**src/rtl/pdfs_regs.svh**
```systemverilog
/*
 * Register offsets, field positions and reset values of the port D
 * pin-function selector.
 * Assumes a 4-bit register address and 16-bit register data.
 */
`ifndef PDFS_REGS_SVH
`define PDFS_REGS_SVH

// ****************************************************************
// Register offsets
// ****************************************************************
`define PDFS_OFS_HIGH2   4'h0
`define PDFS_OFS_LOW2    4'h2
`define PDFS_OFS_LOW1    4'h4

// ****************************************************************
// Pin ranges and field positions
// ****************************************************************
`define PDFS_PIN_TOP     22
`define PDFS_PIN_BOT     8
`define PDFS_HI_BASE     16
`define PDFS_LOW_TOP     15
`define PDFS_HI2_TOP     13
`define PDFS_IRQ_TOP     6
`define PDFS_TDAT_TOP    3
`define PDFS_PIN_TCLK    22
`define PDFS_PIN_TMODE   21
`define PDFS_PIN_TRST    20
`define PDFS_PIN_TDAT    19
`define PDFS_STRAP_EXT   0
`define PDFS_STRAP_W32   1

// ****************************************************************
// Reset values
// ****************************************************************
`define PDFS_RST_HI2     14'h0000
`define PDFS_HI2_LO_MASK 14'h1555
`define PDFS_RST_LOW     8'h00
`define PDFS_LOW_ONES    8'hFF
`define PDFS_RD_IDLE     16'h0000
`define PDFS_RSVD_BYTE   8'h00
`define PDFS_RSVD_HI2    2'h0

`endif

```
**src/rtl/pdfs_pkg.sv**
```systemverilog
/*
 * Types of the port D pin-function selector: mode codes and the
 * packed state of the top module.
 * Assumes pdfs_regs.svh is on the include path.
 */
`include "pdfs_regs.svh"

package pdfs_pkg;

  // ****************************************************************
  // Pin owner codes
  // ****************************************************************
  typedef enum logic [1:0] {
    PDFS_PORT  = 2'h0,
    PDFS_BUS   = 2'h1,
    PDFS_IRQ   = 2'h2,
    PDFS_TRACE = 2'h3
  } pdfs_mode_t;

  // ****************************************************************
  // Whole state of the top module
  // ****************************************************************
  typedef struct packed {
    logic [`PDFS_HI2_TOP:0]               high2;
    logic [`PDFS_LOW_TOP:`PDFS_PIN_BOT]   low2;
    logic [`PDFS_LOW_TOP:`PDFS_PIN_BOT]   low1;
    logic [15:0]                          rdata;
    logic [`PDFS_PIN_TOP:`PDFS_PIN_BOT]   pin_s1;
    logic [`PDFS_PIN_TOP:`PDFS_PIN_BOT]   pin_s2;
    logic [1:0]                           strap_s1;
    logic [1:0]                           strap_s2;
    logic [`PDFS_PIN_TOP:`PDFS_PIN_BOT]   pin_out;
    logic [`PDFS_PIN_TOP:`PDFS_PIN_BOT]   pin_oe;
    logic [`PDFS_PIN_TOP:`PDFS_PIN_BOT]   port_din;
    logic [`PDFS_PIN_TOP:`PDFS_PIN_BOT]   bus_din;
    logic [`PDFS_IRQ_TOP:0]               irq;
    logic [`PDFS_TDAT_TOP:0]              tdata;
    logic                                 tclk;
    logic                                 tmode;
    logic                                 trst;
  } pdfs_state_t;

endpackage

```
**src/rtl/pdfs_top.sv**
```systemverilog
/*
 * Port D pin-function selector for pins 22 to 8: mode registers,
 * register port and registered pin steering.
 * Assumes one clock mclk, synchronous reset rst, pin levels from
 * outside the clock domain and owner signals on mclk.
 */
`timescale 1ns/1ps
`include "pdfs_regs.svh"

// What this block does
// - Pin 22 owner from high2 bits 13:12
// - Pin 21 owner from high2 bits 11:10
// - Pin 20 owner from high2 bits 9:8
// - Pin 19 owner from high2 bits 7:6
// - Pin 18 owner from high2 bits 5:4
// - Pin 17 owner from high2 bits 3:2
// - Pin 16 owner from high2 bits 1:0
// - Pin 15 port or bus, low2/low1 bit 15
// - Pin 14 port or bus, bit 14
// - Pin 13 port or bus, bit 13
// - Pin 12 port or bus, bit 12
// - Pin 11 port or bus, bit 11
// - Pin 10 port or bus, bit 10
// - Pin 9 port or bus, bit 9
// - Pin 8 port or bus, bit 8
// - Expansion boot resets pins 15-8 to bus
// - 32-bit expansion boot resets pins 22-16 to bus
module pdfs_top (
  // Clock and reset
  input  wire logic         mclk,
  input  wire logic         rst,
  // Boot straps from pins
  input  wire logic         strap_rom_off_ext,
  input  wire logic         strap_ext32,
  // Register port
  input  wire logic [3:0]   addr,
  input  wire logic [15:0]  wdata,
  input  wire logic         wr,
  input  wire logic         rd,
  output logic      [15:0]  rdata,
  // Pads
  input  wire logic [22:8]  pin_in,
  output logic      [22:8]  pin_out,
  output logic      [22:8]  pin_oe,
  // Port data and direction registers
  input  wire logic [22:8]  port_dout,
  input  wire logic [22:8]  port_dir,
  output logic      [22:8]  port_din,
  // External bus controller
  input  wire logic [22:8]  bus_dout,
  input  wire logic         bus_oe,
  output logic      [22:8]  bus_din,
  // Interrupt controller
  output logic      [6:0]   ext_interrupt_in,
  // Debug trace unit
  input  wire logic [3:0]   trace_dout,
  input  wire logic [3:0]   trace_data_oe,
  input  wire logic         trace_clock_out,
  input  wire logic         trace_clock_oe,
  output logic      [3:0]   trace_data_in,
  output logic              trace_clock_in,
  output logic              trace_mode_in,
  output logic              trace_reset_in
);

  // ****************************************************************
  // State
  // ****************************************************************

  pdfs_pkg::pdfs_state_t cur;
  pdfs_pkg::pdfs_state_t next_cur;

  // Per-pin mode codes and steered results
  pdfs_pkg::pdfs_mode_t mode_w [`PDFS_PIN_TOP:`PDFS_PIN_BOT];
  logic [`PDFS_PIN_TOP:`PDFS_PIN_BOT] c_do;
  logic [`PDFS_PIN_TOP:`PDFS_PIN_BOT] c_oe;
  logic [`PDFS_PIN_TOP:`PDFS_PIN_BOT] c_port;
  logic [`PDFS_PIN_TOP:`PDFS_PIN_BOT] c_bus;
  logic [`PDFS_PIN_TOP:`PDFS_PIN_BOT] c_irq;
  logic [`PDFS_PIN_TOP:`PDFS_PIN_BOT] c_alt;
  logic [`PDFS_PIN_TOP:`PDFS_PIN_BOT] alt_do;
  logic [`PDFS_PIN_TOP:`PDFS_PIN_BOT] alt_oe;

  // ****************************************************************
  // Alternate owner drive
  // ****************************************************************

  // Trace clock and data may drive; mode and reset are inputs only
  always_comb begin
    alt_do = '0;
    alt_oe = '0;
    alt_do[`PDFS_PIN_TCLK] = trace_clock_out;
    alt_oe[`PDFS_PIN_TCLK] = trace_clock_oe;
    alt_do[`PDFS_PIN_TDAT:`PDFS_HI_BASE] = trace_dout;
    alt_oe[`PDFS_PIN_TDAT:`PDFS_HI_BASE] = trace_data_oe;
  end

  // ****************************************************************
  // Pin cells
  // ****************************************************************

  // Upper pins take both bits from high2, lower pins one from each half
  genvar p;
  generate
    for (p = `PDFS_PIN_BOT; p <= `PDFS_PIN_TOP; p++) begin : g_pin
      if (p >= `PDFS_HI_BASE) begin : g_hi
        assign mode_w[p] = pdfs_pkg::pdfs_mode_t'(
          cur.high2[2*(p-`PDFS_HI_BASE)+1 -: 2]);
      end else begin : g_lo
        assign mode_w[p] = pdfs_pkg::pdfs_mode_t'({cur.low2[p], cur.low1[p]});
      end
      pdfs_pin_cell #(
        .HAS_ALT (p >= `PDFS_HI_BASE),
        .ALT_OUT (p != `PDFS_PIN_TMODE && p != `PDFS_PIN_TRST)
      ) u_cell (
        .mode     (mode_w[p]),
        .pin_in   (cur.pin_s2[p]),
        .port_do  (port_dout[p]),
        .port_dir (port_dir[p]),
        .bus_do   (bus_dout[p]),
        .bus_oe   (bus_oe),
        .alt_do   (alt_do[p]),
        .alt_oe   (alt_oe[p]),
        .pin_do   (c_do[p]),
        .pin_oe   (c_oe[p]),
        .port_di  (c_port[p]),
        .bus_di   (c_bus[p]),
        .irq_di   (c_irq[p]),
        .alt_di   (c_alt[p])
      );
    end
  endgenerate

  // ****************************************************************
  // Next state
  // ****************************************************************

  // Synchronisers, register port, steering and reset
  always_comb begin
    next_cur = cur;
    // Two-stage capture of pin levels and straps
    next_cur.pin_s1   = pin_in;
    next_cur.pin_s2   = cur.pin_s1;
    next_cur.strap_s1 = {strap_ext32, strap_rom_off_ext};
    next_cur.strap_s2 = cur.strap_s1;
    // Read data stand only in the cycle after the strobe
    next_cur.rdata = `PDFS_RD_IDLE;
    if (rd) begin
      unique case (addr)
        `PDFS_OFS_HIGH2: next_cur.rdata = {`PDFS_RSVD_HI2, cur.high2};
        `PDFS_OFS_LOW2:  next_cur.rdata = {cur.low2, `PDFS_RSVD_BYTE};
        `PDFS_OFS_LOW1:  next_cur.rdata = {cur.low1, `PDFS_RSVD_BYTE};
        default:         next_cur.rdata = `PDFS_RD_IDLE;
      endcase
    end
    // Writes land at the strobe edge
    if (wr) begin
      unique case (addr)
        `PDFS_OFS_HIGH2: next_cur.high2 = wdata[`PDFS_HI2_TOP:0];
        `PDFS_OFS_LOW2:  next_cur.low2 = wdata[`PDFS_LOW_TOP:`PDFS_PIN_BOT];
        `PDFS_OFS_LOW1:  next_cur.low1 = wdata[`PDFS_LOW_TOP:`PDFS_PIN_BOT];
        default:         next_cur.high2 = cur.high2;
      endcase
    end
    // Registered pin steering
    next_cur.pin_out  = c_do;
    next_cur.pin_oe   = c_oe;
    next_cur.port_din = c_port;
    next_cur.bus_din  = c_bus;
    next_cur.irq      = c_irq[`PDFS_PIN_TOP:`PDFS_HI_BASE];
    next_cur.tclk     = c_alt[`PDFS_PIN_TCLK];
    next_cur.tmode    = c_alt[`PDFS_PIN_TMODE];
    next_cur.trst     = c_alt[`PDFS_PIN_TRST];
    next_cur.tdata    = c_alt[`PDFS_PIN_TDAT:`PDFS_HI_BASE];
    // Reset: straps choose bus ownership of the data pins
    if (rst) begin
      next_cur.rdata    = `PDFS_RD_IDLE;
      next_cur.low2     = `PDFS_RST_LOW;
      next_cur.low1     = cur.strap_s2[`PDFS_STRAP_EXT] ?
                          `PDFS_LOW_ONES : `PDFS_RST_LOW;
      next_cur.high2    = (cur.strap_s2[`PDFS_STRAP_EXT] &&
                           cur.strap_s2[`PDFS_STRAP_W32]) ?
                          `PDFS_HI2_LO_MASK : `PDFS_RST_HI2;
      next_cur.pin_out  = '0;
      next_cur.pin_oe   = '0;
      next_cur.port_din = '0;
      next_cur.bus_din  = '0;
      next_cur.irq      = '0;
      next_cur.tdata    = '0;
      next_cur.tclk     = 1'b0;
      next_cur.tmode    = 1'b0;
      next_cur.trst     = 1'b0;
    end
  end

  // State register
  always_ff @(posedge mclk) begin
    cur <= next_cur;
  end

  // ****************************************************************
  // Outputs
  // ****************************************************************

  // All straight from state flip-flops
  assign rdata            = cur.rdata;
  assign pin_out          = cur.pin_out;
  assign pin_oe           = cur.pin_oe;
  assign port_din         = cur.port_din;
  assign bus_din          = cur.bus_din;
  assign ext_interrupt_in = cur.irq;
  assign trace_data_in    = cur.tdata;
  assign trace_clock_in   = cur.tclk;
  assign trace_mode_in    = cur.tmode;
  assign trace_reset_in   = cur.trst;
endmodule

```
**src/rtl/pdfs_pin_cell.sv**
```systemverilog
/*
 * One pin of port D: steers pin drive and pin level between the
 * port, the external bus, the interrupt input and one alternate owner by a 2-bit code.
 * Assumes all inputs are on mclk; purely combinational.
 */
`timescale 1ns/1ps

module pdfs_pin_cell #(
  parameter bit HAS_ALT = 1'b1,
  parameter bit ALT_OUT = 1'b1
) (
  // Selection
  input  wire pdfs_pkg::pdfs_mode_t mode,
  // Pin level, already synchronised
  input  wire logic                 pin_in,
  // Owner drives
  input  wire logic                 port_do,
  input  wire logic                 port_dir,
  input  wire logic                 bus_do,
  input  wire logic                 bus_oe,
  input  wire logic                 alt_do,
  input  wire logic                 alt_oe,
  // Steered results
  output logic                      pin_do,
  output logic                      pin_oe,
  output logic                      port_di,
  output logic                      bus_di,
  output logic                      irq_di,
  output logic                      alt_di
);

  // ****************************************************************
  // Owner steering
  // ****************************************************************

  // Codes without an alternate owner fall back to the port
  always_comb begin
    pin_do  = port_do;
    pin_oe  = port_dir;
    port_di = 1'b0;
    bus_di  = 1'b0;
    irq_di  = 1'b0;
    alt_di  = 1'b0;
    unique case (mode)
      pdfs_pkg::PDFS_BUS: begin
        pin_do = bus_do;
        pin_oe = bus_oe;
        bus_di = pin_in;
      end
      pdfs_pkg::PDFS_IRQ: begin
        if (HAS_ALT) begin
          pin_do = 1'b0;
          pin_oe = 1'b0;
          irq_di = pin_in;
        end else begin
          port_di = pin_in;
        end
      end
      pdfs_pkg::PDFS_TRACE: begin
        if (HAS_ALT) begin
          pin_do = ALT_OUT ? alt_do : 1'b0;
          pin_oe = ALT_OUT ? alt_oe : 1'b0;
          alt_di = pin_in;
        end else begin
          port_di = pin_in;
        end
      end
      pdfs_pkg::PDFS_PORT: begin
        port_di = pin_in;
      end
    endcase
  end

endmodule

```
**config.mk**
```make
export PLATFORM = sky130hd
export DESIGN_NAME = pdfs_top
export DESIGN_NICKNAME = d
export VERILOG_FILES = /design/src/rtl/pdfs_pkg.sv /design/src/rtl/pdfs_top.sv /design/src/rtl/pdfs_pin_cell.sv
export VERILOG_INCLUDE_DIRS = /design/src /design/src/rtl
export SDC_FILE = /design/constraint.sdc
export NUM_CORES = 1
export LEC_CHECK = 0
export BUFFER_PORTS_ARGS = -buffer_cell sky130_fd_sc_hd__clkbuf_2
export CORE_ASPECT_RATIO = 0.75
export CORE_MARGIN = 2
export CORE_UTILIZATION = 45
export CTS_CLUSTER_SIZE = 28
export DETAILED_ROUTE_END_ITERATION = 8
export GPL_ROUTABILITY_DRIVEN = 0
export PLACE_DENSITY = 0.75
export SETUP_SLACK_MARGIN = 0.3
export SLEW_MARGIN = 40
export SYNTH_ARGS = -nofsm -noshare
export SYNTH_HDL_FRONTEND = slang
export SYNTH_SLANG_ARGS = --single-unit
```
**constraint.sdc**
```tcl
create_clock -name mclk -period 1.3 [get_ports mclk]
set_input_delay 0.195 -clock mclk [delete_from_list [all_inputs] [get_ports mclk]]
set_output_delay 0.195 -clock mclk [all_outputs]
set_load 0.02 [all_outputs]
```
# After elaboration in Yosys (flattened, before gate mapping)
# Index checks and enable logic that the tools add are counted.
# totals
regBits,154
in_bits,97
output_inout_bits,90
elab_cells,263
# classes
eq_ne,47
muxes,39
n_bitwise,45
n_reduce_logical,78
# ops
cell,n
$reduce_or A2 Y1,47
$eq A2 B2 Y1 const B,30
$pmux W16 S3,1
$mux W46,1
$not A1 Y1,45
$eq A2 B1 Y1 const B,15
$logic_not A2 Y1,15
$mux W30,1
$pmux W1 S3,10
$mux W8,3
$reduce_or A3 Y1,8
$mux W1,16
$mux W16,1
$mux W14,1
$mux W13,1
$pmux W1 S2,4
$reduce_and A2 Y1,3
$reduce_bool A2 Y1,3
$eq A4 B2 Y1 const B,1
$eq A4 B3 Y1 const B,1
$logic_not A4 Y1,1
$logic_and A1 B1 Y1,1

# Depth between registers and ports, before layout
# Gate-level depths: netlist of run 1.
# depth
word_depth,4
ltp_mapped,5
mapped_depth_nobuf,3

# Cells and area by module
# Synthesis of run 1 repeated with hierarchy kept, for this count alone.
# unflattened
hier_cells,576
hier_area_um2,6264.8
# by_module_without_submodules
module,instances,cells_each,area_each_um2
pdfs_top,1,434,5094.9
pdfs_pin_cell (g_pin[10].u_cell ...),8,8,78.8
pdfs_pin_cell (g_pin[16].u_cell ...),5,12,83.8
pdfs_pin_cell (g_pin[20].u_cell ...),2,9,60.1

# Least setup slack after synthesis of run 1
# Ideal clock, no wire load.
# synth_path
kind,in2reg
start,input port addr[1]
end,"register cur[140] (netlist name), enable pin"
setup_ps,357
t_arrival_ps,978
slack_ps,-34
cell_stages,2
cell_sequence,nor4_4 -> a21o_1
# synth_between
elab_chain_len,3
# synth_rtl
element,line_no,rtl
start: declaration,pdfs_top.sv:36,"input wire logic [3:0] addr,"
$logic_not A4 Y1,pdfs_top.sv:158,unique case (addr)
$reduce_bool A2 Y1 (no source line),-,
$reduce_and A2 Y1 (no source line),-,
end signal: assignment,pdfs_top.sv:198,cur <= next_cur;
end: declaration,pdfs_top.sv:70,pdfs_pkg::pdfs_state_t cur;
# Every way passes these cells.
# A chain may end at the register's enable or synchronous reset.

# Worst setup path in the final report of run 1
# layout_path
start,register cur[153] (netlist name)
end,"register cur, in the netlist pin_out[22]"
# layout_between
elab_chain_len,2
# layout_rtl
element,line_no,rtl
$eq A2 B2 Y1 / $eq A2 B1 Y1 (equally long branches),pdfs_pin_cell.sv:44,unique case (mode)
$pmux W1 S3 (*),pdfs_pin_cell.sv:44,
# Every way passes the cells marked *; elsewhere a longest branch is shown, timed or not.

==> results of run 1 <==
[cell families (layout without fill, tap and decap cells)]
kind of cell | after synthesis | after routing | synth area share, %
flops | 154 | 154 | 58.7
simple gates | 202 | 202 | 19.2
compound gates | 36 | 36 | 4.36
buf+inv | 112 | 294 | 13.6
mux | 23 | 23 | 4.18
[how the worst min path moves through the flow]
| stage | start | endpoint | depth (start not counted) | slack, ps |
|---|---|---|---|---|
| 2_1_floorplan | pin_in[15] | cur[100] | 0 | 220 |
| 3_3_place_gp | pin_in[12] | cur[97] | 1 | 300 |
| 3_5_place_dp | pin_in[12] | cur[97] | 1 | 300 |
| 4_1_cts | bus_dout[9] | pin_out[9] | 3 | 10 |
| 5_1_grt | wdata[12] | cur[136] | 3 | 40 |
| 6_report | bus_dout[9] | pin_out[9] | 3 | 40 |
[layout by cell type, fill, tap and decap left out, drive strengths merged]
| cell | netlist | routed |
|---|---|---|
| a222oi | 5 | 5 |
| o21a | 6 | 6 |
| clkinvlp | 0 | 1 |
| a31o | 1 | 1 |
| nor4bb | 10 | 10 |
| and3b | 1 | 1 |
| nor2 | 41 | 41 |
| mux2i | 19 | 19 |
| nand2 | 64 | 64 |
| a2bb2oi | 1 | 1 |
| edfxtp | 22 | 22 |
| clkinv | 0 | 1 |
| and4b | 5 | 5 |
| dfxtp | 132 | 132 |
| and2 | 12 | 12 |
| clkbuf | 12 | 120 |
| nor3 | 6 | 6 |
| nand3 | 7 | 7 |
| mux2 | 4 | 4 |
| a21oi | 16 | 16 |
| nor3b | 1 | 1 |
| nor2b | 12 | 12 |
| nand2b | 34 | 34 |
| bufinv | 0 | 2 |
| and3 | 2 | 2 |
| a21o | 1 | 1 |
| inv | 3 | 8 |
| buf | 97 | 123 |
| nand4b | 1 | 1 |
| nor4b | 5 | 5 |
| a22oi | 6 | 6 |
| nor4 | 1 | 1 |
| dlygate4sd3 | 0 | 39 |
[state kept, by name (all words and copies together) (netlist names)]
register          count
trace_data_in         4
pin_oe               15
trace_mode_in         1
bus_din              15
cur                  64
pin_out              15
rdata                16
port_din             15
ext_interrupt_in      7
trace_clock_in        1
trace_reset_in        1
[area by class of cell]
type / instances / area, µm²
Inverter: 3 / 11.3
Clock inverter: 9 / 120
Tap cell: 166 / 208
Timing Repair Buffer: 259 / 2490
Clock buffer: 23 / 532
Sequential cell: 154 / 3420
Multi-Input combinational cell: 261 / 1690
Fill cell: 841 / 3790
[synthesized netlist by cell type]
master | count | share of area, %
a21o_1 | 1 | 0.13
a31o_2 | 1 | 0.16
buf_2 | 5 | 0.44
a22oi_1 | 6 | 0.80
nand2_1 | 64 | 4.3
and3_1 | 1 | 0.11
nand3_1 | 7 | 0.62
and3b_2 | 1 | 0.18
inv_1 | 3 | 0.20
nand2b_1 | 34 | 3.8
nor2_1 | 41 | 2.7
mux2i_1 | 19 | 3.4
and3_4 | 1 | 0.20
o21a_1 | 6 | 0.80
a222oi_1 | 5 | 0.89
nand4b_1 | 1 | 0.16
nor4_4 | 1 | 0.38
nor2b_1 | 12 | 1.3
buf_4 | 88 | 12
a21oi_1 | 16 | 1.4
and4b_1 | 5 | 0.89
a2bb2oi_1 | 1 | 0.16
nor3_1 | 6 | 0.53
edfxtp_1 | 22 | 12
dfxtp_1 | 132 | 47
nor4bb_1 | 10 | 1.8
nor3b_1 | 1 | 0.13
mux2_2 | 4 | 0.80
nor4b_1 | 5 | 0.78
buf_1 | 3 | 0.20
clkbuf_1 | 12 | 0.80
buf_6 | 1 | 0.20
and2_1 | 12 | 1.3
[layer usage]
layer / vias to the layer above / part of all wire [%] / GRT usage [%]
met5: - / 0 / 0
li1: 2000 / - / -
met3: 22 / 5.6 / 6.69
met4: 0 / 1.7 / 8.51
met2: 163 / 52 / 38.7
met1: 1962 / 40 / 24.5
[critical path, stage by stage, from the launching register on]
cell	delay, ps
edfxtp_1	500
mux2_4	350
a22oi_2	160
nor2_1	60
[stage by stage]
step	hold WS, ps	instance area, µm²	setup WS (ps)	TNS, ps
2_1_floorplan	223	5670	169	0
3_3_place_gp	298	6150	-367	-7450
3_5_place_dp	299	6160	-120	-1700
4_1_cts	10.7	8150	112	0
5_1_grt	35.1	8470	97.4	0
6_report	36.7	8470	110	0
[power groups by stage]
stage / Combinational, mW / Sequential [mW] / Clock [mW]
final: 1.35 / 5.26 / 5.31
after CTS: 1.19 / 5.22 / 5.40
after floorplan: 0.694 / 5.24 / 0
after detailed placement: 0.894 / 5.30 / 0
after global placement: 0.869 / 5.29 / 0
after global routing: 1.44 / 5.28 / 5.62
[what timing repair did]
action                     in CTS  in global routing
setup buffers                   6                 12
hold endpoints to repair       32                  0
pin swaps                       1                  6
gates resized for setup       263                128
setup endpoints to repair     107                137
hold buffers                   39                  0
==> metrics.txt, run 1 <==
Final Util 69.1%; first-pass GRT wire length 21900 µm; die height 101 µm; Cells after DPL 786; CTS Buffer Depth 2; Max Slew Vio Count 0; CP endpoint kind register; worst path arrival time 1480 ps; Max transition margin 52.3%; standard-cell row count 35; logic gate share of total power 11.3%; residual DRC count 0; Clk Latency, worst-skew pair 410 ps; HPWL Detailed 8670 µm; Avg Cell Area, Syn 10.7 µm²; Worst R2R Start cur[153]; WL per Instance 16.8 µm; vias in the first global route 4294; Vias 4147; Max Clk Rate 0.840 GHz; Worst-path clk slew 60 ps; Pre-antenna DRT Iters 4; synthesized cell area 0.00563 mm²; Antenna diodes 0; internal power 9.16 mW; grt ovf 0; critical setup path kind register to register; synthesized netlist cell count 527; CTS tree yes; Ys Warns 0; pin count of the biggest net entering global routing 41; Synth cell types 33; Tot GR Track Use 21.7%; Net Switching 2.75 mW; FF-to-FF path depth 3; clock sink count 154; core area 0.0123 mm²; min Tclk post-route 1190 ps; Sw Share 23.1%; Final Hold Viols 0; Seq/Total Area, Yosys 58.7%; crit-path max FO 5; maximum vdd drop 0.875 mV; num ports 187; LEAKAGE 3.76 nW; MaxCap Viol Count 0; count of final setup violators 0; Worst R2R End pin_out[22]; Final Non-Filler Cells 875; Pwr Total 11.9 mW; Setup Skew 10.3 ps; share of layout cells above drive strength 1 51.9%; Die ar. 0.0134 mm²; status finished, final reports clean; initial antenna violation count 0; clock power share 44.6%; end of the critical path pin_out[22]; wirelength, routed 14700 µm; Critical path origin cur[153]; Starting DRT DRC Count 116; Final period util 91.5%; #FFs+latches synth 154; # port buffers 186; root buf cell clkbuf_16; Final nets 793; post-route ant nets 0; crit start category register; RSZ-0062 raised after global routing yes; sequential share of power 44.1%; Pwr Density 1410 mW/mm²; FF-to-FF setup slack 110 ps; TritonCTS Buffers 17; required time worst endpoint 1590 ps; Post-Syn Nets 624; Die X 133 µm; Syn-to-layout area delta 50.5%; via/cell ratio 4.74; Slew @ Worst Pin 712 ps; Initial Util 45.9%; htree depth 4; HP Class input pin to register
Note: power is estimated with default switching activity, not from simulation.
==> inputs of run 2 (changes only) <==
--- a/config.mk
+++ b/config.mk
@@ -9,11 +9,11 @@
 export BUFFER_PORTS_ARGS = -buffer_cell sky130_fd_sc_hd__clkbuf_2
 export CORE_ASPECT_RATIO = 0.75
 export CORE_MARGIN = 2
-export CORE_UTILIZATION = 45
+export CORE_UTILIZATION = 50
 export CTS_CLUSTER_SIZE = 28
 export DETAILED_ROUTE_END_ITERATION = 8
 export GPL_ROUTABILITY_DRIVEN = 0
-export PLACE_DENSITY = 0.75
+export PLACE_DENSITY = 0.79
 export SETUP_SLACK_MARGIN = 0.3
 export SLEW_MARGIN = 40
 export SYNTH_ARGS = -nofsm -noshare
==> constraint.sdc (replaced) <==
create_clock -name mclk -period 1.45 [get_ports mclk]
set_input_delay 0.2175 -clock mclk [delete_from_list [all_inputs] [get_ports mclk]]
set_output_delay 0.2175 -clock mclk [all_outputs]
set_load 0.02 [all_outputs]
==> run 2 against run 1 <==
Against the previous run: sequential share of layout area is 7.4 points higher; highest routed layer unchanged; largest cell class unchanged; fmax is 0.34% lower; core utilization down 5.9 points.
==> metrics.txt, run 2 (synthesized netlist as in run 1, its figures left out) <==
filler instances 868; min Tclk post-route 1190 ps; Placed Area 0.00607 mm²; # port buffers 186; residual DRC count 0; Die ar. 0.0121 mm²; htree depth 4; CTS Buffer Depth 2; Die X 127 µm; count of final setup violators 0; Max transition margin 51.4%; Final Hold Viols 0; required time worst endpoint 1730 ps; RSZ-0062 raised after global routing yes; Vias 3919; Pwr Total 9.82 mW; Largest register FFs 64; initial antenna violation count 0; HP Class input pin to register; status finished, final reports clean; core area 0.0109 mm²; Syn-to-layout area delta 22.8%; die height 95.9 µm; Final nets 752; HPWL Detailed 8510 µm; LEAKAGE 3.25 nW; Max Slew Vio Count 0; worst path arrival time 1480 ps; Slew @ Worst Pin 726 ps; Worst-path clk slew 60 ps; crit-path max FO 5; Starting DRT DRC Count 148; standard-cell row count 33; critical setup path kind register to register; Pre-antenna DRT Iters 5; CTS tree yes; post-route ant nets 0; share of layout cells above drive strength 1 36.7%; Setup Skew 8.16 ps; clock sink count 154; grt ovf 0; Clk Latency, worst-skew pair 410 ps; num ports 187; vias in the first global route 3675; root buf cell clkbuf_16; commonest non-fill, non-tap cell in the layout clkbuf_2; most frequent cells in the layout clkbuf_2, dfxtp_1, nand2_1; Antenna diodes 0; Max Clk Rate 0.837 GHz; maximum vdd drop 0.888 mV; pin count of the biggest net entering global routing 38; Final Util 63.2%; first-pass GRT wire length 17900 µm; via/cell ratio 4.85; CP endpoint kind register; Pwr Density 1420 mW/mm²; Final Instance Area 0.00691 mm²; TritonCTS Buffers 17; Initial Util 51.4%; Final period util 82.4%; wirelength, routed 12100 µm; Tot GR Track Use 19.4%; Top reg by flops cur; WL per Instance 15.0 µm; MaxCap Viol Count 0; crit start category register
## run 2: cell types whose count changed in the layout (fill, tap and decap cells not counted), sizes merged
| cell | previous run | this run |
|---|---|---|
| clkinv | 1 | 4 |
| inv | 8 | 9 |
| clkinvlp | 1 | 0 |
| buf | 123 | 32 |
| dlygate4sd3 | 39 | 17 |
| clkbuf | 120 | 190 |
| bufinv | 2 | 1 |
## run 2: power by group
| part | internal [mW] | switching [mW] | total [mW] |
|---|---|---|---|
| sequential | 4.54 | 0.121 | 4.66 |
| combinational | 0.387 | 0.450 | 0.837 |
| clock | 2.58 | 1.74 | 4.32 |
| total | 7.51 | 2.31 | 9.82 |
## run 2: worst paths after layout
| check | from | endpoint | slack (ps) | cells after the start |
|---|---|---|---|---|
| setup / recovery | cur[153] | rdata[13] | 260 | 3 |
| hold / removal | port_dout[8] | pin_out[8] | 30 | 3 |
| setup reg to reg | cur[153] | rdata[13] | 260 | 3 |
| hold reg to reg | cur[105] | cur[90] | 330 | 0 |
## run 2: repair_timing
action / in CTS / in global routing
endpoints found under the hold margin: 17 / 0
gates resized for setup: 3 / 30
buffers inserted: 1 / 4
pin swaps: 2 / 2
hold buffers: 17 / 0
setup endpoints to repair: 6 / 24
## run 2: area by class of cell
cell class	instances	area (µm²)	area share, %
Sequential cell	154	3300	47.8
Multi-Input combinational cell	261	1600	23.1
Timing Repair Buffer	218	1240	18.0
Clock buffer	21	482	6.97
Tap cell	140	175	2.53
Clock inverter	11	105	1.52
Inverter	3	11.3	0.163
## run 2: routing by layer
layer,part of all wire [%],vias to the layer above,global-route usage [%]
li1,-,1916,-
met1,42,1859,24.0
met2,49,133,31.8
met3,7.3,11,6.28
met4,1.4,0,7.69
met5,0,-,0
## run 2: metrics by stage
stage	TNS [ps]	worst slack (ps)	hold slack (ps)	cells
2_1_floorplan	0	296	245	527
3_3_place_gp	-4700	-246	311	754
3_5_place_dp	0	63.7	312	754
4_1_cts	0	257	18.9	804
5_1_grt	0	164	21.6	808
6_report	0	256	32.0	808
## run 2: worst max-delay path: stages, from the launching register on
cell and delay (ps):
edfxtp_1 500, buf_4 200, a222oi_1 300, nor2_1 70
==> inputs of run 3 (changes only) <==
--- a/config.mk
+++ b/config.mk
@@ -9,11 +9,11 @@
 export BUFFER_PORTS_ARGS = -buffer_cell sky130_fd_sc_hd__clkbuf_2
 export CORE_ASPECT_RATIO = 0.75
 export CORE_MARGIN = 2
-export CORE_UTILIZATION = 50
+export CORE_UTILIZATION = 45
 export CTS_CLUSTER_SIZE = 28
 export DETAILED_ROUTE_END_ITERATION = 8
 export GPL_ROUTABILITY_DRIVEN = 0
-export PLACE_DENSITY = 0.79
+export PLACE_DENSITY = 0.75
 export SETUP_SLACK_MARGIN = 0.3
 export SLEW_MARGIN = 40
 export SYNTH_ARGS = -nofsm -noshare
==> constraint.sdc (replaced) <==
create_clock -name mclk -period 1.04 [get_ports mclk]
set_input_delay 0.156 -clock mclk [delete_from_list [all_inputs] [get_ports mclk]]
set_output_delay 0.156 -clock mclk [all_outputs]
set_load 0.02 [all_outputs]
==> run 3 against run 2 <==
Against the previous run: the flow now finishes with violations (negative setup slack); combinational power rose by 140%; sequential share of layout area is 10 points lower; clock power grew 38%; total power increased by 49%; non-clock buffer count grew 66; via count grew 12%; register-to-register slack worse by 390 ps; die area grew 11%; core utilization is 11 points higher; hold slack lost 22 ps; critical endpoint is now pin_oe[16].
==> metrics.txt, run 3 (synthesized netlist as in run 1, its figures left out) <==
status complete, but fails checks; failing checks negative setup slack; Die ar. 0.0134 mm²; HP Class input pin to register; core area 0.0123 mm²; Worst R2R End pin_oe[16]; Starting DRT DRC Count 183; root buf cell clkbuf_16; CP endpoint kind register; Max transition margin 74.9%; Final Instance Area 0.00913 mm²; Register Area 0.00343 mm²; Initial Util 45.9%; Pre-antenna DRT Iters 5; Final nets 819; critical setup path kind register to register; htree depth 4; slowest cell on the critical path edfxtp_1; vias in the first global route 4540; Worst Slack Setup Final -134 ps; CP Cell Sequence mux2_2 -> a22oi_2 -> nor2_1; LEAKAGE 3.98 nW; Hold Crit Start wdata[13]; post-route ant nets 0; CTS Buffer Depth 2; WL per Instance 18.6 µm; Worst-path clk slew 60 ps; DP Worst Slack -220 ps; Tot GR Track Use 22.5%; MaxCap Viol Count 0; Vias 4391; Setup Skew 8.79 ps; num ports 187; wirelength, routed 16700 µm; Clk Latency, worst-skew pair 420 ps; crit-path max FO 3; filler instances 767; maximum vdd drop 1.11 mV; Worst R2R Start cur[141]; Pwr Density 1600 mW/mm²; Pwr Total 14.6 mW; CTS tree yes; via/cell ratio 4.87; Final Hold Viols 0; Syn-to-layout area delta 62.2%; TritonCTS Buffers 17; FF-to-FF path depth 3; Placed Area 0.00636 mm²; Multi-input gate area 0.00207 mm²; share of layout cells above drive strength 1 63.9%; Slew @ Worst Pin 377 ps; Final period util 113%; Antenna diodes 0; Die X 133 µm; WP buf/inv 0; FF-to-FF setup slack -130 ps; RSZ-0062 raised after global routing yes; clock sink count 154; commonest non-fill, non-tap cell in the layout dfxtp_2; # port buffers 186; Largest register FFs 64; Top reg by flops cur; crit start category register; first-pass GRT wire length 22800 µm; worst path arrival time 1460 ps; initial antenna violation count 0; Max Clk Rate 0.852 GHz; die height 101 µm; Hold Crit Depth 3; Max Slew Vio Count 0; CP max stage delay 440 ps; min Tclk post-route 1170 ps; grt ovf 0; pin count of the biggest net entering global routing 36; residual DRC count 0; standard-cell row count 35; hold endpoint cur[137]; required time worst endpoint 1330 ps; most frequent cells in the layout dfxtp_2, clkbuf_2, buf_8; Top delay family on crit path flip-flops; count of final setup violators 11; HPWL Detailed 8980 µm
==> run 3: changes by cell type in the layout (fill, tap and decap cells not counted), sizes merged, moves of 2 or more <==
cell,previous run,this run
clkbuf,190,117
clkinvlp,0,3
inv,9,7
buf,32,141
dlygate4sd3,17,47
==> run 3: where the power goes <==
part / total [mW] / internal, mW / leakage [nW] / switching [mW]
Sequential: 6.58 / 6.36 / 1.35 / 0.220
Combinational: 2.03 / 1.14 / 2.36 / 0.895
Clock: 5.97 / 3.43 / 0.277 / 2.55
Total: 14.6 / 10.9 / 3.98 / 3.66
==> run 3: stage by stage <==
| stage | hold slack [ps] | instances | TNS [ps] | utilization (%) |
|---|---|---|---|---|
| floorplan | 184 | 527 | -801 | - |
| global placement | 259 | 794 | -6710 | 51.9 |
| detailed placement | 260 | 794 | -8790 | 51.9 |
| CTS | 0.0641 | 887 | -591 | 70.4 |
| global route | 11.9 | 901 | -1850 | 74.4 |
| finish | 9.98 | 901 | -495 | 74.4 |
==> run 3: area by class of cell <==
type	count	share of cell area (%)
Sequential cell	154	37.6
Timing Repair Buffer	284	31.1
Multi-Input combinational cell	262	22.6
Clock buffer	21	5.40
Tap cell	166	2.28
Clock inverter	11	0.905
Inverter	3	0.123
==> run 3: worst max path at each step <==
stage / startpoint / endpoint / slack [ps] / cells past startpoint
finish: cur[141] / pin_oe[16] / -130 / 3
global route: cur[141] / pin_oe[16] / -170 / 4
CTS: cur[153] / pin_out[22] / -90 / 4
detailed placement: addr[1] / cur[140] / -220 / 3
global placement: addr[1] / cur[147] / -190 / 3
floorplan: addr[1] / cur[140] / -50 / 2
==> run 3: metal layers <==
layer / share of wire, % / global-route usage (%) / vias to the layer above
met5: 0 / 0 / -
met4: 2.4 / 10.6 / 0
met3: 5.6 / 6.28 / 35
met2: 54 / 41.6 / 171
met1: 38 / 24.1 / 2126
li1: - / - / 2059
==> run 3: timing repair <==
action,CTS,global route
setup buffers,13,13
hold buffers,47,0
resized for setup,317,166
pin swaps,60,32
hold endpoints to repair,39,0
setup endpoints to repair,211,226
gates cloned,1,1
==> run 3: worst min-delay path: cells and delay by family <==
kind	cells	cell delay, ps
buffers and inverters	1	100
muxes	1	60
and+or+nand+nor	1	70
